==> config.mk <==
export PLATFORM = sky130hd
export DESIGN_NAME = gpio_analog_pin_mux
export DESIGN_NICKNAME = d
export VERILOG_FILES = /design/src/hdl/pin_mux_pkg.sv /design/src/hdl/gpio_analog_pin_mux.sv
export SDC_FILE = /design/constraint.sdc
export NUM_CORES = 1
export LEC_CHECK = 0
export ABC_AREA = 1
export BUFFER_PORTS_ARGS = -buffer_cell sky130_fd_sc_hd__buf_2
export CORE_AREA = 2 2 129 131
export CTS_CLUSTER_DIAMETER = 120
export DETAILED_ROUTE_END_ITERATION = 10
export DIE_AREA = 0 0 131 133
export MAX_ROUTING_LAYER = met4
export PLACE_DENSITY = 0.69
export SYNTH_ARGS = -nofsm -noshare
export SYNTH_HDL_FRONTEND = slang
export SYNTH_SLANG_ARGS = --single-unit
==> constraint.sdc <==
create_clock -name clk -period 4.9 [get_ports clk]
set_input_delay 0.245 -clock clk [delete_from_list [all_inputs] [get_ports clk]]
set_output_delay 0.245 -clock clk [all_outputs]
set_load 0.03 [all_outputs]
==> src/hdl/pin_mux_pkg.sv <==
/*
  Constants, register map and carrier types for the pin multiplexer of the
  digital and analog pin groups.
  Assumes a 32-bit APB register bus and one control-subsystem clock.
*/
package pin_mux_pkg;

  localparam int DIG_PINS  = 8;
  localparam int ANA_PINS  = 10;
  localparam int AIO_BITS  = 4;
  localparam int COMP_OUTS = 6;

  ////////////////////////////////////////////////////////////////////////////
  // Register byte offsets.
  localparam logic [7:0] DG_MODE_OFF  = 8'h00;
  localparam logic [7:0] DG_PUD_OFF   = 8'h04;
  localparam logic [7:0] DG_DATA_OFF  = 8'h08;
  localparam logic [7:0] DG_DIR_OFF   = 8'h0c;
  localparam logic [7:0] DG_FEN_OFF   = 8'h10;
  localparam logic [7:0] AG_MODE_OFF  = 8'h14;
  localparam logic [7:0] AG_DATA_OFF  = 8'h18;
  localparam logic [7:0] AG_DIR_OFF   = 8'h1c;

  ////////////////////////////////////////////////////////////////////////////
  // Values after reset.
  localparam logic [15:0] DG_MODE_RST = 16'h0000;
  localparam logic [7:0]  DG_PUD_RST  = 8'h00;
  localparam logic [7:0]  DG_DATA_RST = 8'h00;
  localparam logic [7:0]  DG_DIR_RST  = 8'h00;
  localparam logic [7:0]  DG_FEN_RST  = 8'h00;
  localparam logic [31:0] AG_MODE_RST = 32'haaaaaaaa;
  localparam logic [3:0]  AG_DATA_RST = 4'h0;
  localparam logic [3:0]  AG_DIR_RST  = 4'h0;

  ////////////////////////////////////////////////////////////////////////////
  // Digital group mode codes; codes 1 and 2 are reserved.
  localparam logic [1:0] DG_MODE_GPIO = 2'h0;
  localparam logic [1:0] DG_MODE_COMP = 2'h3;

  // Comparator number (1 to 6) driven in mode 3 by each pin, 0 for none.
  localparam int COMP_MAP [0:DIG_PINS-1] = '{0, 1, 6, 2, 3, 4, 0, 5};

  // Converter channel of each analog pin: A0 to A7 are 0 to 7, B0 to B7 are 8 to 15.
  localparam int ANA_CHANNEL [0:ANA_PINS-1] = '{0, 2, 3, 4, 6, 7, 8, 11, 12, 15};

  // Converter channel of the pin behind each digital bit of the analog group.
  localparam int AIO_CHANNEL [0:AIO_BITS-1] = '{2, 4, 6, 12};

  ////////////////////////////////////////////////////////////////////////////
  // Pad drive bundles.
  typedef struct packed {
    logic [DIG_PINS-1:0] out;
    logic [DIG_PINS-1:0] oe;
    logic [DIG_PINS-1:0] pullup_en;
  } dig_drive_t;

  typedef struct packed {
    logic [AIO_BITS-1:0] out;
    logic [AIO_BITS-1:0] oe;
  } aio_drive_t;

endpackage : pin_mux_pkg

==> src/hdl/gpio_analog_pin_mux.sv <==
/*
  Pin multiplexer for the eight-pin digital group and the ten-pin analog
  group, with an APB register slave.
  Register words at byte offsets, narrow registers in the low bits:
    0x00 digital mode select, two bits per pin, 0 general purpose, 3 comparator.
    0x04 digital pullup disable, one bit per pin.
    0x08 digital data: writes the output latch, reads the gated pad input.
    0x0c digital direction, 1 drives the pin.
    0x10 digital function enable; 0 keeps the pin an analog input.
    0x14 analog mode select, bit 2c+1 for converter channel c, 1 analog.
    0x18 analog-group data: writes the output latch, reads the gated pad input.
    0x1c analog-group direction, 1 drives the pin.
  Other offsets answer the control CPU with an error; accesses by other masters read zero
  and their writes are dropped.
  The analog path enables are ordered A0, A2, A3, A4, A6, A7, B0, B3, B4, B7,
  and the four analog-group digital bits sit on A2, A4, A6 and B4.
  Read data is captured in the setup cycle, so no access has a wait state.
  Assumes pin inputs synchronous to clk and a sideband that marks accesses
  made by the control-subsystem CPU.
*/
// What this block does
// - Digital pins carry input, output or comparator.
// - Every digital pin has its own pullup.
// - Digital pins reset to analog, digital off.
// - Only the control CPU may access registers.
// - Mode picks output or a comparator signal.
// - Pullup-disable bit one turns pullup off.
// - Data and direction registers for eight bits.
// - Two-bit field per pin selects mode.
// - Bits 5:4 steer the third digital pin.
// - Modes 1 and 2 are reserved.
// - Mode 3 comparator order across the pins.
// - Ten analog pins, four also digital.
// - Analog group digital pins lack pullups.
// - Analog pins reset to analog mode.
// - Analog mux chooses analog or digital.
// - Data and direction for four analog-group bits.
// - Odd bit per pin: zero digital, one analog.
// - Bit 5 steers the A2 input pin.
// - Even analog mux bits do nothing.
// - Only A2, A4, A6, B4 go digital.
// - Each group has its own registers.
`timescale 1ns/10ps

module gpio_analog_pin_mux #(
  parameter int ADDR_W = 8
) (
  input  wire logic                      clk,                   // System clock, 10 MHz.
  input  wire logic                      resetn,                // Asynchronous reset, low.
  input  wire logic                      psel,                  // APB select.
  input  wire logic                      penable,               // APB access phase.
  input  wire logic                      pwrite,                // APB write.
  input  wire logic [ADDR_W-1:0]         paddr,                 // APB byte address.
  input  wire logic [31:0]               pwdata,                // APB write data.
  input  wire logic                      master_is_control_cpu, // Access by control CPU.
  output logic [31:0]                    prdata,                // APB read data.
  output logic                           pready,                // APB ready.
  output logic                           pslverr,               // APB error, unmapped.
  input  wire logic [7:0]                dpin_in,               // Digital group pad input.
  input  wire logic [5:0]                comp_out,              // Comparator 1 to 6 outputs.
  output pin_mux_pkg::dig_drive_t        dpin_drive,            // Digital group pad drive.
  input  wire logic [3:0]                aio_in,                // Analog group pad input.
  output pin_mux_pkg::aio_drive_t        aio_drive,             // Analog group pad drive.
  output logic [9:0]                     analog_path_en         // Pin joined to analog path.
);

  ////////////////////////////////////////////////////////////////////////////
  // Reset release through two flip-flops.
  // Only the synchronised copy resets the registers, so release meets no edge.
  logic        rst_meta_reg;
  logic        rst_sync_reg;

  always_ff @(posedge clk or negedge resetn)
  begin
    if (!resetn)
    begin
      rst_meta_reg <= 1'b0;
      rst_sync_reg <= 1'b0;
    end
    else
    begin
      rst_meta_reg <= 1'b1;
      rst_sync_reg <= rst_meta_reg;
    end
  end

  ////////////////////////////////////////////////////////////////////////////
  // Register state.
  logic [15:0] dg_mode_reg;
  logic [7:0]  dg_pud_reg;
  logic [7:0]  dg_data_reg;
  logic [7:0]  dg_dir_reg;
  logic [7:0]  dg_fen_reg;

  // Analog group registers, kept apart from the digital set.
  logic [31:0] ag_mode_reg;
  logic [3:0]  ag_data_reg;
  logic [3:0]  ag_dir_reg;

  // Gated pad inputs and the captured bus response.
  logic [7:0]  dg_in_reg;
  logic [3:0]  ag_in_reg;
  logic [31:0] prdata_reg;
  logic        pslverr_reg;

  logic        wr_en;
  logic [7:0]  addr8;
  logic        setup_rd;

  // Bit 2c+1 of the analog mode word joins channel c to the analog path.
  function automatic logic ag_is_analog(input logic [31:0] mode, input int chan);
    ag_is_analog = mode[2*chan+1];
  endfunction : ag_is_analog

  // Offsets outside this list answer the control CPU with an error.
  function automatic logic addr_mapped(input logic [7:0] a);
    addr_mapped = (a == pin_mux_pkg::DG_MODE_OFF) || (a == pin_mux_pkg::DG_PUD_OFF) ||
                  (a == pin_mux_pkg::DG_DATA_OFF) || (a == pin_mux_pkg::DG_DIR_OFF) ||
                  (a == pin_mux_pkg::DG_FEN_OFF)  || (a == pin_mux_pkg::AG_MODE_OFF) ||
                  (a == pin_mux_pkg::AG_DATA_OFF) || (a == pin_mux_pkg::AG_DIR_OFF);
  endfunction : addr_mapped

  assign addr8    = 8'(paddr);
  // Writes land at the access edge, and only for the control CPU.
  assign wr_en    = psel && penable && pwrite && master_is_control_cpu;
  assign setup_rd = psel && !penable;
  // Read data is captured one edge early, so no access needs a wait state.
  assign pready   = 1'b1;
  assign prdata   = prdata_reg;
  assign pslverr  = pslverr_reg;

  ////////////////////////////////////////////////////////////////////////////
  // Digital group registers, separate from the analog group set.
  always_ff @(posedge clk or negedge rst_sync_reg)
  begin
    if (!rst_sync_reg)
    begin
      dg_mode_reg <= pin_mux_pkg::DG_MODE_RST;
      dg_pud_reg  <= pin_mux_pkg::DG_PUD_RST;
      dg_data_reg <= pin_mux_pkg::DG_DATA_RST;
      dg_dir_reg  <= pin_mux_pkg::DG_DIR_RST;
      dg_fen_reg  <= pin_mux_pkg::DG_FEN_RST;
    end
    else if (wr_en)
    begin
      unique case (addr8)
        pin_mux_pkg::DG_MODE_OFF: dg_mode_reg <= pwdata[15:0];
        pin_mux_pkg::DG_PUD_OFF:  dg_pud_reg  <= pwdata[7:0];
        pin_mux_pkg::DG_DATA_OFF: dg_data_reg <= pwdata[7:0];
        pin_mux_pkg::DG_DIR_OFF:  dg_dir_reg  <= pwdata[7:0];
        // Until its enable bit is set, a pin stays an analog input, pad undriven.
        pin_mux_pkg::DG_FEN_OFF:  dg_fen_reg  <= pwdata[7:0];
        default:
        begin
        end
      endcase
    end
  end

  ////////////////////////////////////////////////////////////////////////////
  // Analog group registers.
  always_ff @(posedge clk or negedge rst_sync_reg)
  begin
    if (!rst_sync_reg)
    begin
      ag_mode_reg <= pin_mux_pkg::AG_MODE_RST;
      ag_data_reg <= pin_mux_pkg::AG_DATA_RST;
      ag_dir_reg  <= pin_mux_pkg::AG_DIR_RST;
    end
    else if (wr_en)
    begin
      unique case (addr8)
        pin_mux_pkg::AG_MODE_OFF: ag_mode_reg <= pwdata;
        pin_mux_pkg::AG_DATA_OFF: ag_data_reg <= pwdata[3:0];
        pin_mux_pkg::AG_DIR_OFF:  ag_dir_reg  <= pwdata[3:0];
        default:
        begin
        end
      endcase
    end
  end

  ////////////////////////////////////////////////////////////////////////////
  // Digital group routing.
  logic [7:0]  dg_out_next;
  logic [7:0]  dg_oe_next;
  logic [7:0]  dg_pull_next;
  logic [7:0]  dg_in_next;

  always_comb
  begin
    logic [1:0] mode;
    logic       gpio;
    logic       comp;
    mode = 2'h0;
    gpio = 1'b0;
    comp = 1'b0;
    dg_out_next  = 8'h00;
    dg_oe_next   = 8'h00;
    dg_pull_next = 8'h00;
    dg_in_next   = 8'h00;
    for (int i = 0; i < pin_mux_pkg::DIG_PINS; i++)
    begin
      mode = dg_mode_reg[2*i +: 2];
      gpio = dg_fen_reg[i] && (mode == pin_mux_pkg::DG_MODE_GPIO);
      // Reserved codes and pins without a comparator leave the pad undriven.
      comp = dg_fen_reg[i] && (mode == pin_mux_pkg::DG_MODE_COMP) &&
             (pin_mux_pkg::COMP_MAP[i] != 0);
      if (gpio)
      begin
        dg_out_next[i] = dg_data_reg[i];
        dg_oe_next[i]  = dg_dir_reg[i];
      end
      else if (comp)
      begin
        // Mode 3 drives the pad whatever the direction bit holds.
        dg_out_next[i] = comp_out[pin_mux_pkg::COMP_MAP[i] - 1];
        dg_oe_next[i]  = 1'b1;
      end
      else
      begin
        dg_out_next[i] = 1'b0;
        dg_oe_next[i]  = 1'b0;
      end
      dg_pull_next[i] = dg_fen_reg[i] && !dg_pud_reg[i];
      dg_in_next[i]   = gpio && dpin_in[i];
    end
  end

  ////////////////////////////////////////////////////////////////////////////
  // Analog group routing.
  logic [9:0]  ana_next;
  logic [3:0]  aio_out_next;
  logic [3:0]  aio_oe_next;
  logic [3:0]  aio_in_next;

  always_comb
  begin
    logic dig;
    dig = 1'b0;
    ana_next     = 10'h000;
    aio_out_next = 4'h0;
    aio_oe_next  = 4'h0;
    aio_in_next  = 4'h0;
    // Only the odd bits of the analog mode word steer a pin; even bits are kept.
    for (int k = 0; k < pin_mux_pkg::ANA_PINS; k++)
    begin
      ana_next[k] = ag_is_analog(ag_mode_reg, pin_mux_pkg::ANA_CHANNEL[k]);
    end
    for (int j = 0; j < pin_mux_pkg::AIO_BITS; j++)
    begin
      dig = !ag_is_analog(ag_mode_reg, pin_mux_pkg::AIO_CHANNEL[j]);
      aio_out_next[j] = dig && ag_data_reg[j];
      aio_oe_next[j]  = dig && ag_dir_reg[j];
      aio_in_next[j]  = dig && aio_in[j];
    end
  end

  ////////////////////////////////////////////////////////////////////////////
  // Digital group pad drive flip-flops.
  always_ff @(posedge clk or negedge rst_sync_reg)
  begin
    if (!rst_sync_reg)
    begin
      dpin_drive <= '0;
    end
    else
    begin
      dpin_drive.out       <= dg_out_next;
      dpin_drive.oe        <= dg_oe_next;
      dpin_drive.pullup_en <= dg_pull_next;
    end
  end

  ////////////////////////////////////////////////////////////////////////////
  // Analog group pad drive and analog path flip-flops.
  always_ff @(posedge clk or negedge rst_sync_reg)
  begin
    if (!rst_sync_reg)
    begin
      aio_drive      <= '0;
      analog_path_en <= '1;
    end
    else
    begin
      aio_drive.out  <= aio_out_next;
      aio_drive.oe   <= aio_oe_next;
      analog_path_en <= ana_next;
    end
  end

  ////////////////////////////////////////////////////////////////////////////
  // Pad input capture; a pin in analog mode reads back as zero.
  always_ff @(posedge clk or negedge rst_sync_reg)
  begin
    if (!rst_sync_reg)
    begin
      dg_in_reg <= 8'h00;
      ag_in_reg <= 4'h0;
    end
    else
    begin
      dg_in_reg <= dg_in_next;
      ag_in_reg <= aio_in_next;
    end
  end

  ////////////////////////////////////////////////////////////////////////////
  // Read data is captured in the setup cycle for a zero-wait access phase.
  // The data words return the gated pad inputs, not the output latches.
  logic [31:0] rd_value;

  always_comb
  begin
    rd_value = 32'h00000000;
    unique case (addr8)
      pin_mux_pkg::DG_MODE_OFF: rd_value = {16'h0000, dg_mode_reg};
      pin_mux_pkg::DG_PUD_OFF:  rd_value = {24'h000000, dg_pud_reg};
      pin_mux_pkg::DG_DATA_OFF: rd_value = {24'h000000, dg_in_reg};
      pin_mux_pkg::DG_DIR_OFF:  rd_value = {24'h000000, dg_dir_reg};
      pin_mux_pkg::DG_FEN_OFF:  rd_value = {24'h000000, dg_fen_reg};
      pin_mux_pkg::AG_MODE_OFF: rd_value = ag_mode_reg;
      pin_mux_pkg::AG_DATA_OFF: rd_value = {28'h0000000, ag_in_reg};
      pin_mux_pkg::AG_DIR_OFF:  rd_value = {28'h0000000, ag_dir_reg};
      default:                  rd_value = 32'h00000000;
    endcase
  end

  always_ff @(posedge clk or negedge rst_sync_reg)
  begin
    if (!rst_sync_reg)
    begin
      prdata_reg  <= 32'h00000000;
      pslverr_reg <= 1'b0;
    end
    else if (setup_rd)
    begin
      // Other masters see zero data and no error; their writes are dropped.
      prdata_reg  <= (!pwrite && master_is_control_cpu) ? rd_value : 32'h00000000;
      pslverr_reg <= master_is_control_cpu && !addr_mapped(addr8);
    end
  end

endmodule : gpio_analog_pin_mux

==> metrics.yaml, run 1 <==
drive_above_1_share: 0.235
drt_iter0_drc: 373
max_freq_mhz: 493
slew_headroom: 0.281
dr.pass1.iters: 7
pwr_density_cell_nw_per_um2: 332
fin_nets: 978
ctsLongestPathBuffers: 2
rows: 47
die_w_um: 131
crit_slowest_cell: "nand2_2"
antenna_left: 0
hp-start: "dpin_in[5]"
critPathMaxStageDelay_ps: 630
grt_pass1_wl_um: 26800
path_cells: "buf_2 -> inv_1 -> nand2_2 -> nor2_4 -> nand2_2 -> inv_2 -> nand2_2 -> nor2_1 -> a21oi_1"
grt_overflow_total: 0
ys_ff_latch: 177
grt_pass1_vias: 5432
wirelength_um: 16600
internal_power_mw: 2.21
cp.arrival_ps: 2290
cts_buffers: 17
post_synth_mux_area_share: 0
cp-start-kind: "input port"
seq_area_sq_um: 4470
tritoncts: "built"
rsz0062_at_grt: "no"
wl_per_cell_um: 14.5
worstSetupEndpointType: "register"
syn_area_sq_um: 7140
setup-tns-final_ps: 0
cp_top_family: "simple AND/OR/NAND/NOR gates"
worst_hold_path_type: "in2reg"
synth.avg_cell_area_sq_um: 9.13
dieArea_sq_um: 17400
antenna_found_initial: 0
swShare: 0.220
ctsHoldBuffers: 1
setup_ws_ps: 2870
path_common_cell: "nand2_2"
insertion_delay_ps: 420
vias: 5552
cts-resized-gates: 0
areaGrowthSynthToFinish_pct: 19.3
synth_top_area_share: 0.529
path_buf_inv: 3
ios: 140
switchingPower_mw: 0.622
hpwlAfterDp_um: 11500
setup_viol: 0
yosys_warnings: 0
postCtsSetupBuffers: 0
crit_path_start: "paddr[5]"
cp.required_ps: 5160
drv_cap: 0
synth-simple-area-share: 0.212
seq_area_frac_synth: 0.625
start_util: 0.442
synth.distinct_cells: 26
grt_max_degree: 176
coreArea_sq_um: 16200
die_h_um: 133
synth_xor_area_frac: 0
report.final.slew_viol_count: 0
cts_htree_levels: 4
fill_cells: 1518
power.share.clock: 0.429
globalplace.congestion: 0.848
drc_errors: 0
multi_input_area_sq_um: 2170
status: "finished, final reports clean"
p_comb_frac: 0.044
dp_slack_ps: 2390
period_share: 0.414
port_buffers: 138
worst_pin_slew_ps: 1080
clock-sinks: 177
synth_fa_ha_area_frac: 0
fin_skew_ps: 9.33
min_period_ps: 2030
antennaDiodeCount: 0
path_class: "in2reg"
cts_root_buf: "clkbuf_16"
synth_compound_area_frac: 0.0906
syn_inst: 782
critPathMaxFanout: 64
p_leak_nw: 4.51
yosys-top-cells-area: "dfrtp_1 (53%), nand2_1 (11%), dfstp_2 (9.6%), o21ai_0 (6.2%), inv_1 (5.0%)"
ir_drop_mv: 0.231
r2r-start: "rst_sync_reg"
p_seq_frac: 0.527
clk_pin_slew_worst_paths_ps: 60
hold_violations: 0
avgViaCountPerCell: 4.84
grt.total_usage: 0.208
yosys.area.top_type: "dfrtp_1"
synth_top_family_by_area: "simple AND/OR/NAND/NOR gates"
## power groups by stage
stage	Sequential [mW]	Combinational (mW)	Clock, mW
floorplan	1.54	0.0403	0
global placement	1.52	0.126	0
detailed placement	1.52	0.127	0
CTS	1.49	0.128	1.23
global route	1.49	0.142	1.29
finish	1.49	0.125	1.21
## routing by layer
| layer | up-vias | part of all wire | track usage |
|---|---|---|---|
| met3 | 24 | 0.057 | 0.0384 |
| met1 | 2640 | 0.45 | 0.279 |
| met2 | 176 | 0.47 | 0.320 |
| met4 | 0 | 0.017 | 0.0715 |
| li1 | 2712 | - | - |
| met5 | - | 0 | - |
## cell families (layout without fill, tap and decap cells)
logic type / after synthesis / count (layout)
and+or+nand+nor: 356 / 356
AOI/OAI and AO/OA: 121 / 121
DFF: 177 / 177
buffers and inverters: 127 / 271
other: 1 / 2
## synthesized netlist by cell type
cell / number
o21ai_1: 3
conb_1: 1
dfstp_2: 26
clkbuf_1: 9
inv_1: 96
buf_4: 2
nand3_2: 4
nor4_4: 1
and3_1: 3
or2_1: 1
buf_6: 2
o22ai_1: 3
nand4_1: 1
nand2_2: 5
dfrtp_1: 151
nor2_4: 3
a21oi_1: 16
nor2_2: 2
nand3_1: 62
inv_2: 3
nor2_1: 68
o21ai_2: 10
nand3b_1: 1
nand2_1: 205
o21ai_0: 89
buf_2: 15
## final cells by class
| cell class | count | area share |
|---|---|---|
| timing repair buffer | 140 | 0.0845 |
| tap | 220 | 0.0323 |
| sequential | 177 | 0.524 |
| multi-input combinational | 479 | 0.254 |
| clock buffer | 28 | 0.0583 |
| clock inverter | 4 | 0.00323 |
| inverter | 99 | 0.0436 |
## per-stage QoR
| step | std cells | instance area [sq um] | hold WS (ps) | power, mW | utilization |
|---|---|---|---|---|---|
| 5_1_grt | 1147 | 8520 | 27.3 | 2.92 | 0.527 |
| 2_1_floorplan | 783 | 7150 | -50.6 | 1.58 | - |
| 4_1_cts | 1147 | 8520 | 13.6 | 2.85 | 0.527 |
| 3_5_place_dp | 1114 | 7990 | 30.1 | 1.64 | 0.494 |
| 6_report | 1147 | 8520 | 28.1 | 2.83 | 0.527 |
| 3_3_place_gp | 1114 | 7990 | 30.9 | 1.64 | 0.494 |
## layout by cell type, fill, tap and decap left out
master | netlist | routed
nand2_1 | 205 | 205
dfrtp_1 | 151 | 150
buf_2 | 15 | 138
inv_1 | 96 | 96
o21ai_0 | 89 | 89
nor2_1 | 68 | 68
nand3_1 | 62 | 62
dfstp_2 | 26 | 26
clkbuf_16 | 0 | 17
a21oi_1 | 16 | 16
o21ai_2 | 10 | 10
clkbuf_1 | 9 | 8
nand2_2 | 5 | 5
nand3_2 | 4 | 4
and3_1 | 3 | 3
o22ai_1 | 3 | 3
inv_2 | 3 | 3
nor2_4 | 3 | 3
o21ai_1 | 3 | 3
clkinvlp_4 | 0 | 3
clkbuf_8 | 0 | 3
nor2_2 | 2 | 2
conb_1 | 1 | 2
nand4_1 | 1 | 1
nand3b_1 | 1 | 1
or2_1 | 1 | 1
nor4_4 | 1 | 1
clkinv_2 | 0 | 1
dlygate4sd3_1 | 0 | 1
buf_12 | 0 | 1
dfrtp_4 | 0 | 1
## final timing paths
path | end | slack [ps] | cells past startpoint
min in group asynchronous | rst_sync_reg | 130 | 2
hold / removal | dg_in_reg[5] | 30 | 3
setup / recovery | ag_mode_reg[20] | 2870 | 9
max in group asynchronous | dg_fen_reg[7] | 3710 | 1
setup reg to reg | dg_fen_reg[7] | 3710 | 1
hold reg to reg | rst_sync_reg | 350 | 0
(Power assumes the default switching activity.)
==> run 2, diff against run 1 <==
==> constraint.sdc (replaced) <==
create_clock -name clk -period 1.81 [get_ports clk]
set_input_delay 0.0905 -clock clk [delete_from_list [all_inputs] [get_ports clk]]
set_output_delay 0.0905 -clock clk [all_outputs]
set_load 0.03 [all_outputs]
==> run 2 against run 1 <==
Against the previous run:
- combinational power increased to 3.6 times the previous value
- routed wire length is 7.9% higher
- global-route usage up 1.3 points
- critical endpoint is now dg_dir_reg[3]
- register-to-register slack got worse by 2900 ps
- critical path type unchanged
- first-iteration DRC count rose by 5.6%
- largest cell class unchanged
==> metrics.yaml, run 2 (synthesis gave the netlist of run 1 again) <==
postCtsSetupBuffers: 0
p_leak_nw: 4.85
min_period_ps: 1390
rsz0062_at_grt: "no"
areaGrowthSynthToFinish_pct: 29.9
die_h_um: 133
rows: 47
worstSetupEndpointType: "register"
dr.pass1.iters: 4
switchingPower_mw: 1.91
drv_cap: 0
insertion_delay_ps: 440
globalplace.congestion: 0.808
dp_slack_ps: 249
status: "finished, final reports clean"
worst_hold_path_type: "in2reg"
antenna_found_initial: 0
grt_pass1_wl_um: 28800
grt_max_degree: 43
dp.cells: 1131
dpl_cell_area_sq_um: 8160
critPathMaxFanout: 16
die_w_um: 131
final_common_cell: "nand2_1"
cp.arrival_ps: 1730
max_freq_mhz: 718
fill_cells: 1428
power.share.clock: 0.446
hold_violations: 0
setup-tns-final_ps: 0
drive_above_1_share: 0.243
period_share: 0.769
cts_buffers: 17
multi_input_area_sq_um: 2170
dieArea_sq_um: 17400
antenna_left: 0
wirelength_um: 18000
hpwlAfterDp_um: 12100
slew_headroom: 0.294
coreArea_sq_um: 16200
antennaDiodeCount: 0
internal_power_mw: 6.20
vias: 5867
avgViaCountPerCell: 4.82
clk_pin_slew_worst_paths_ps: 70
cp.required_ps: 2150
worst_pin_slew_ps: 1060
swShare: 0.236
ios: 140
fin_nets: 1048
setup_viol: 0
port_buffers: 138
ir_drop_mv: 0.670
total_power_mw: 8.11
cts_htree_levels: 4
grt_overflow_total: 0
path_class: "in2reg"
drt_iter0_drc: 394
holdWs_ps: 257
cp-start-kind: "input port"
tritoncts: "built"
ctsLongestPathBuffers: 2
finish.utilization: 0.574
seq_area_sq_um: 4470
final_cell_mix: "nand2_1 (205), dfrtp_1 (150), buf_2 (138)"
grt.total_usage: 0.221
finalNonFillerCells: 1217
finalInstanceArea_sq_um: 9280
p_seq_frac: 0.499
grt_pass1_vias: 5736
wl_per_cell_um: 14.8
cts_root_buf: "clkbuf_16"
report.final.slew_viol_count: 0
start_util: 0.442
clock-sinks: 177
fin_skew_ps: 10.9
pwr_density_cell_nw_per_um2: 874
p_comb_frac: 0.055
drc_errors: 0
setup_ws_ps: 418
-- run 2: changes by cell type in the layout (fill, tap and decap cells not counted), sizes merged --
cell         previous run  this run
dlygate4sd3             1        54
bufinv                  0         1
buf                   139       156
clkbuf                 28        20
clkinv                  1         4
inv                    99       103
-- run 2: cell type report --
class	count	share of cell area
sequential	177	0.481
multi-input combinational	479	0.234
timing repair buffer	210	0.153
clock buffer	20	0.0492
inverter	99	0.0401
tap	220	0.0297
clock inverter	12	0.0135
-- run 2: worst max-delay path, cell delays in order --
cell and delay (ps):
dlygate4sd3_1 520, buf_2 120, nand4_1 140, inv_2 220, nand3_2 340, o21ai_0 290
-- run 2: worst paths after layout --
path	start	end	slack (ps)	depth (start not counted)
worst max-delay path	master_is_control_cpu	dg_dir_reg[3]	420	6
worst min-delay path	pwrite	prdata[1]	260	6
worst max register to register	dg_dir_reg[6]	prdata[6]	770	6
worst min register to register	rst_sync_reg	prdata[4]	280	0
max in group asynchronous	rst_sync_reg	ag_mode_reg[1]	900	1
min in group asynchronous	rst_sync_reg	prdata[4]	280	0
-- run 2: power groups by stage --
stage	clock network [mW]	registers [mW]	logic, mW
floorplan	0	4.18	0.109
global placement	0	4.12	0.353
detailed placement	0	4.12	0.355
CTS	3.64	4.05	0.446
global route	3.80	4.05	0.493
finish	3.62	4.04	0.446
-- run 2: per-layer routing --
metal,GRT usage,part of all wire,up-vias
met3,0.0388,0.046,26
met4,0.0632,0.015,0
met2,0.353,0.49,164
met5,-,0,-
met1,0.292,0.44,2819
li1,-,-,2858
-- run 2: timing repair --
item / 4_1_cts / 5_1_grt
hold endpoints to repair: 65 / 0
hold buffers: 54 / 0
gates resized for setup: 0 / 0
==> run 3, diff against run 2 <==
==> constraint.sdc (replaced) <==
create_clock -name clk -period 1.2 [get_ports clk]
set_input_delay 0.06 -clock clk [delete_from_list [all_inputs] [get_ports clk]]
set_output_delay 0.06 -clock clk [all_outputs]
set_load 0.03 [all_outputs]
==> run 3 against run 2 <==
Against the previous run:
- cell area rose by 3.0%
- setup slack lost 380 ps
- die area unchanged
- non-clock buffer count rose by 22
- clock-buffer cell count stayed put
- critical endpoint is now analog_path_en[2]
- highest routed layer unchanged
==> metrics.yaml, run 3 (synthesis gave the netlist of run 1 again) <==
status: "finished, final reports clean"
r2r_slack_ps: 170
fin_skew_ps: 8.83
fin_nets: 1070
grt.total_usage: 0.222
cp_top_family: "flip-flops"
die_w_um: 131
wl_per_cell_um: 14.5
r2r-start: "dg_mode_reg[8]"
cts_root_buf: "clkbuf_16"
avgViaCountPerCell: 4.78
drt_iter0_drc: 334
die_h_um: 133
drive_above_1_share: 0.258
grt_pass1_wl_um: 28900
min_to: "pslverr"
p_leak_nw: 5.01
rows: 47
wirelength_um: 17900
final_common_cell: "nand2_1"
setup_viol: 0
max_freq_mhz: 860
period_share: 0.969
start_util: 0.442
power.share.clock: 0.443
min_period_ps: 1160
clock-sinks: 177
tritoncts: "built"
postCtsSetupBuffers: 0
path_cells: "buf_4"
switchingPower_mw: 2.79
swShare: 0.228
rsz0062_at_grt: "no"
ir_drop_mv: 1.02
clk_pin_slew_worst_paths_ps: 70
reg2regPathDepth: 3
grt_max_degree: 55
port_buffers: 138
holdWs_ps: 43.8
drc_errors: 0
path_class: "reg2out"
pwr_density_cell_nw_per_um2: 1280
dieArea_sq_um: 17400
path_buf_inv: 1
setup-tns-final_ps: 0
cp.required_ps: 1140
vias: 5920
hp-start: "penable"
grt_overflow_total: 0
cts_htree_levels: 4
hpwlAfterDp_um: 12300
crit_slowest_cell: "dfstp_2"
coreArea_sq_um: 16200
rr_endpoint: "dpin_drive[12]"
insertion_delay_ps: 420
antennaDiodeCount: 0
worst_hold_path_type: "in2reg"
final_cell_mix: "nand2_1 (205), dfrtp_1 (150), buf_2 (128)"
globalplace.congestion: 0.861
worstSetupEndpointType: "output pin"
antenna_found_initial: 0
grt_pass1_vias: 5800
report.final.slew_viol_count: 0
cts_buffers: 17
ios: 140
critPathMaxStageDelay_ps: 520
hold_violations: 0
areaGrowthSynthToFinish_pct: 33.7
drv_cap: 0
dr.pass1.iters: 5
critPathMaxFanout: 1
hold_depth: 5
p_seq_frac: 0.498
cp-start-kind: "register"
internal_power_mw: 9.44
antenna_left: 0
ctsLongestPathBuffers: 2
cp.arrival_ps: 1100
p_comb_frac: 0.059
[run 3: timing repair]
| action | in CTS | in global routing |
|---|---|---|
| endpoints found under the setup margin | 3 | 7 |
| endpoints found under the hold margin | 66 | 0 |
| hold buffers | 53 | 0 |
| resized for setup | 3 | 14 |
[run 3: power groups by stage]
stage	clock network, mW	registers (mW)	logic, mW
floorplan	0	6.31	0.165
global placement	0	6.19	0.581
detailed placement	0	6.20	0.585
CTS	5.48	6.09	0.721
global route	5.73	6.09	0.796
finish	5.42	6.09	0.717
[run 3: per-stage QoR]
step	instance area, sq um	total power [mW]	setup slack, ps	instances	util
final	9550	12.2	37.5	1239	0.591
after global routing	9550	12.6	2.74	1239	0.591
after global placement	8430	6.78	-76.9	1154	0.521
after detailed placement	8430	6.78	-105	1154	0.521
after floorplan	7150	6.47	-610	783	-
after CTS	9540	12.3	2.34	1239	0.590
[run 3: cell type report]
type,count,area [sq um]
Sequential cell,177,4470
Clock inverter,12,133
Multi-Input combinational cell,479,2170
Tap cell,220,275
Clock buffer,20,437
Fill cell,1405,6620
Timing Repair Buffer,232,1700
Inverter,99,372
[run 3: worst max-delay path by stage]
| stage | startpoint | cells after the start | slack [ps] | endpoint |
|---|---|---|---|---|
| after global routing | analog_path_en[3] | 1 | 3 | analog_path_en[3] |
| after detailed placement | paddr[0] | 8 | -110 | prdata[17] |
| after global placement | paddr[7] | 8 | -80 | prdata[8] |
| after floorplan | rst_sync_reg | 0 | -610 | ag_data_reg[0] |
| after CTS | analog_path_en[5] | 1 | 2 | analog_path_en[5] |
| final | analog_path_en[2] | 1 | 40 | analog_path_en[2] |
[run 3: routing by layer]
layer  share of wire  GRT usage  routed length (um)
met5               0          -                   0
met4           0.028     0.0987                 505
met3           0.040     0.0340                 722
met2            0.48      0.341                8620
met1            0.45      0.293                8070
[run 3: worst reg2reg max path, stage by stage, from the launching register on]
cell     delay [ps]
dfrtp_1         400
inv_1            80
nand3_1         130
o21ai_0         310
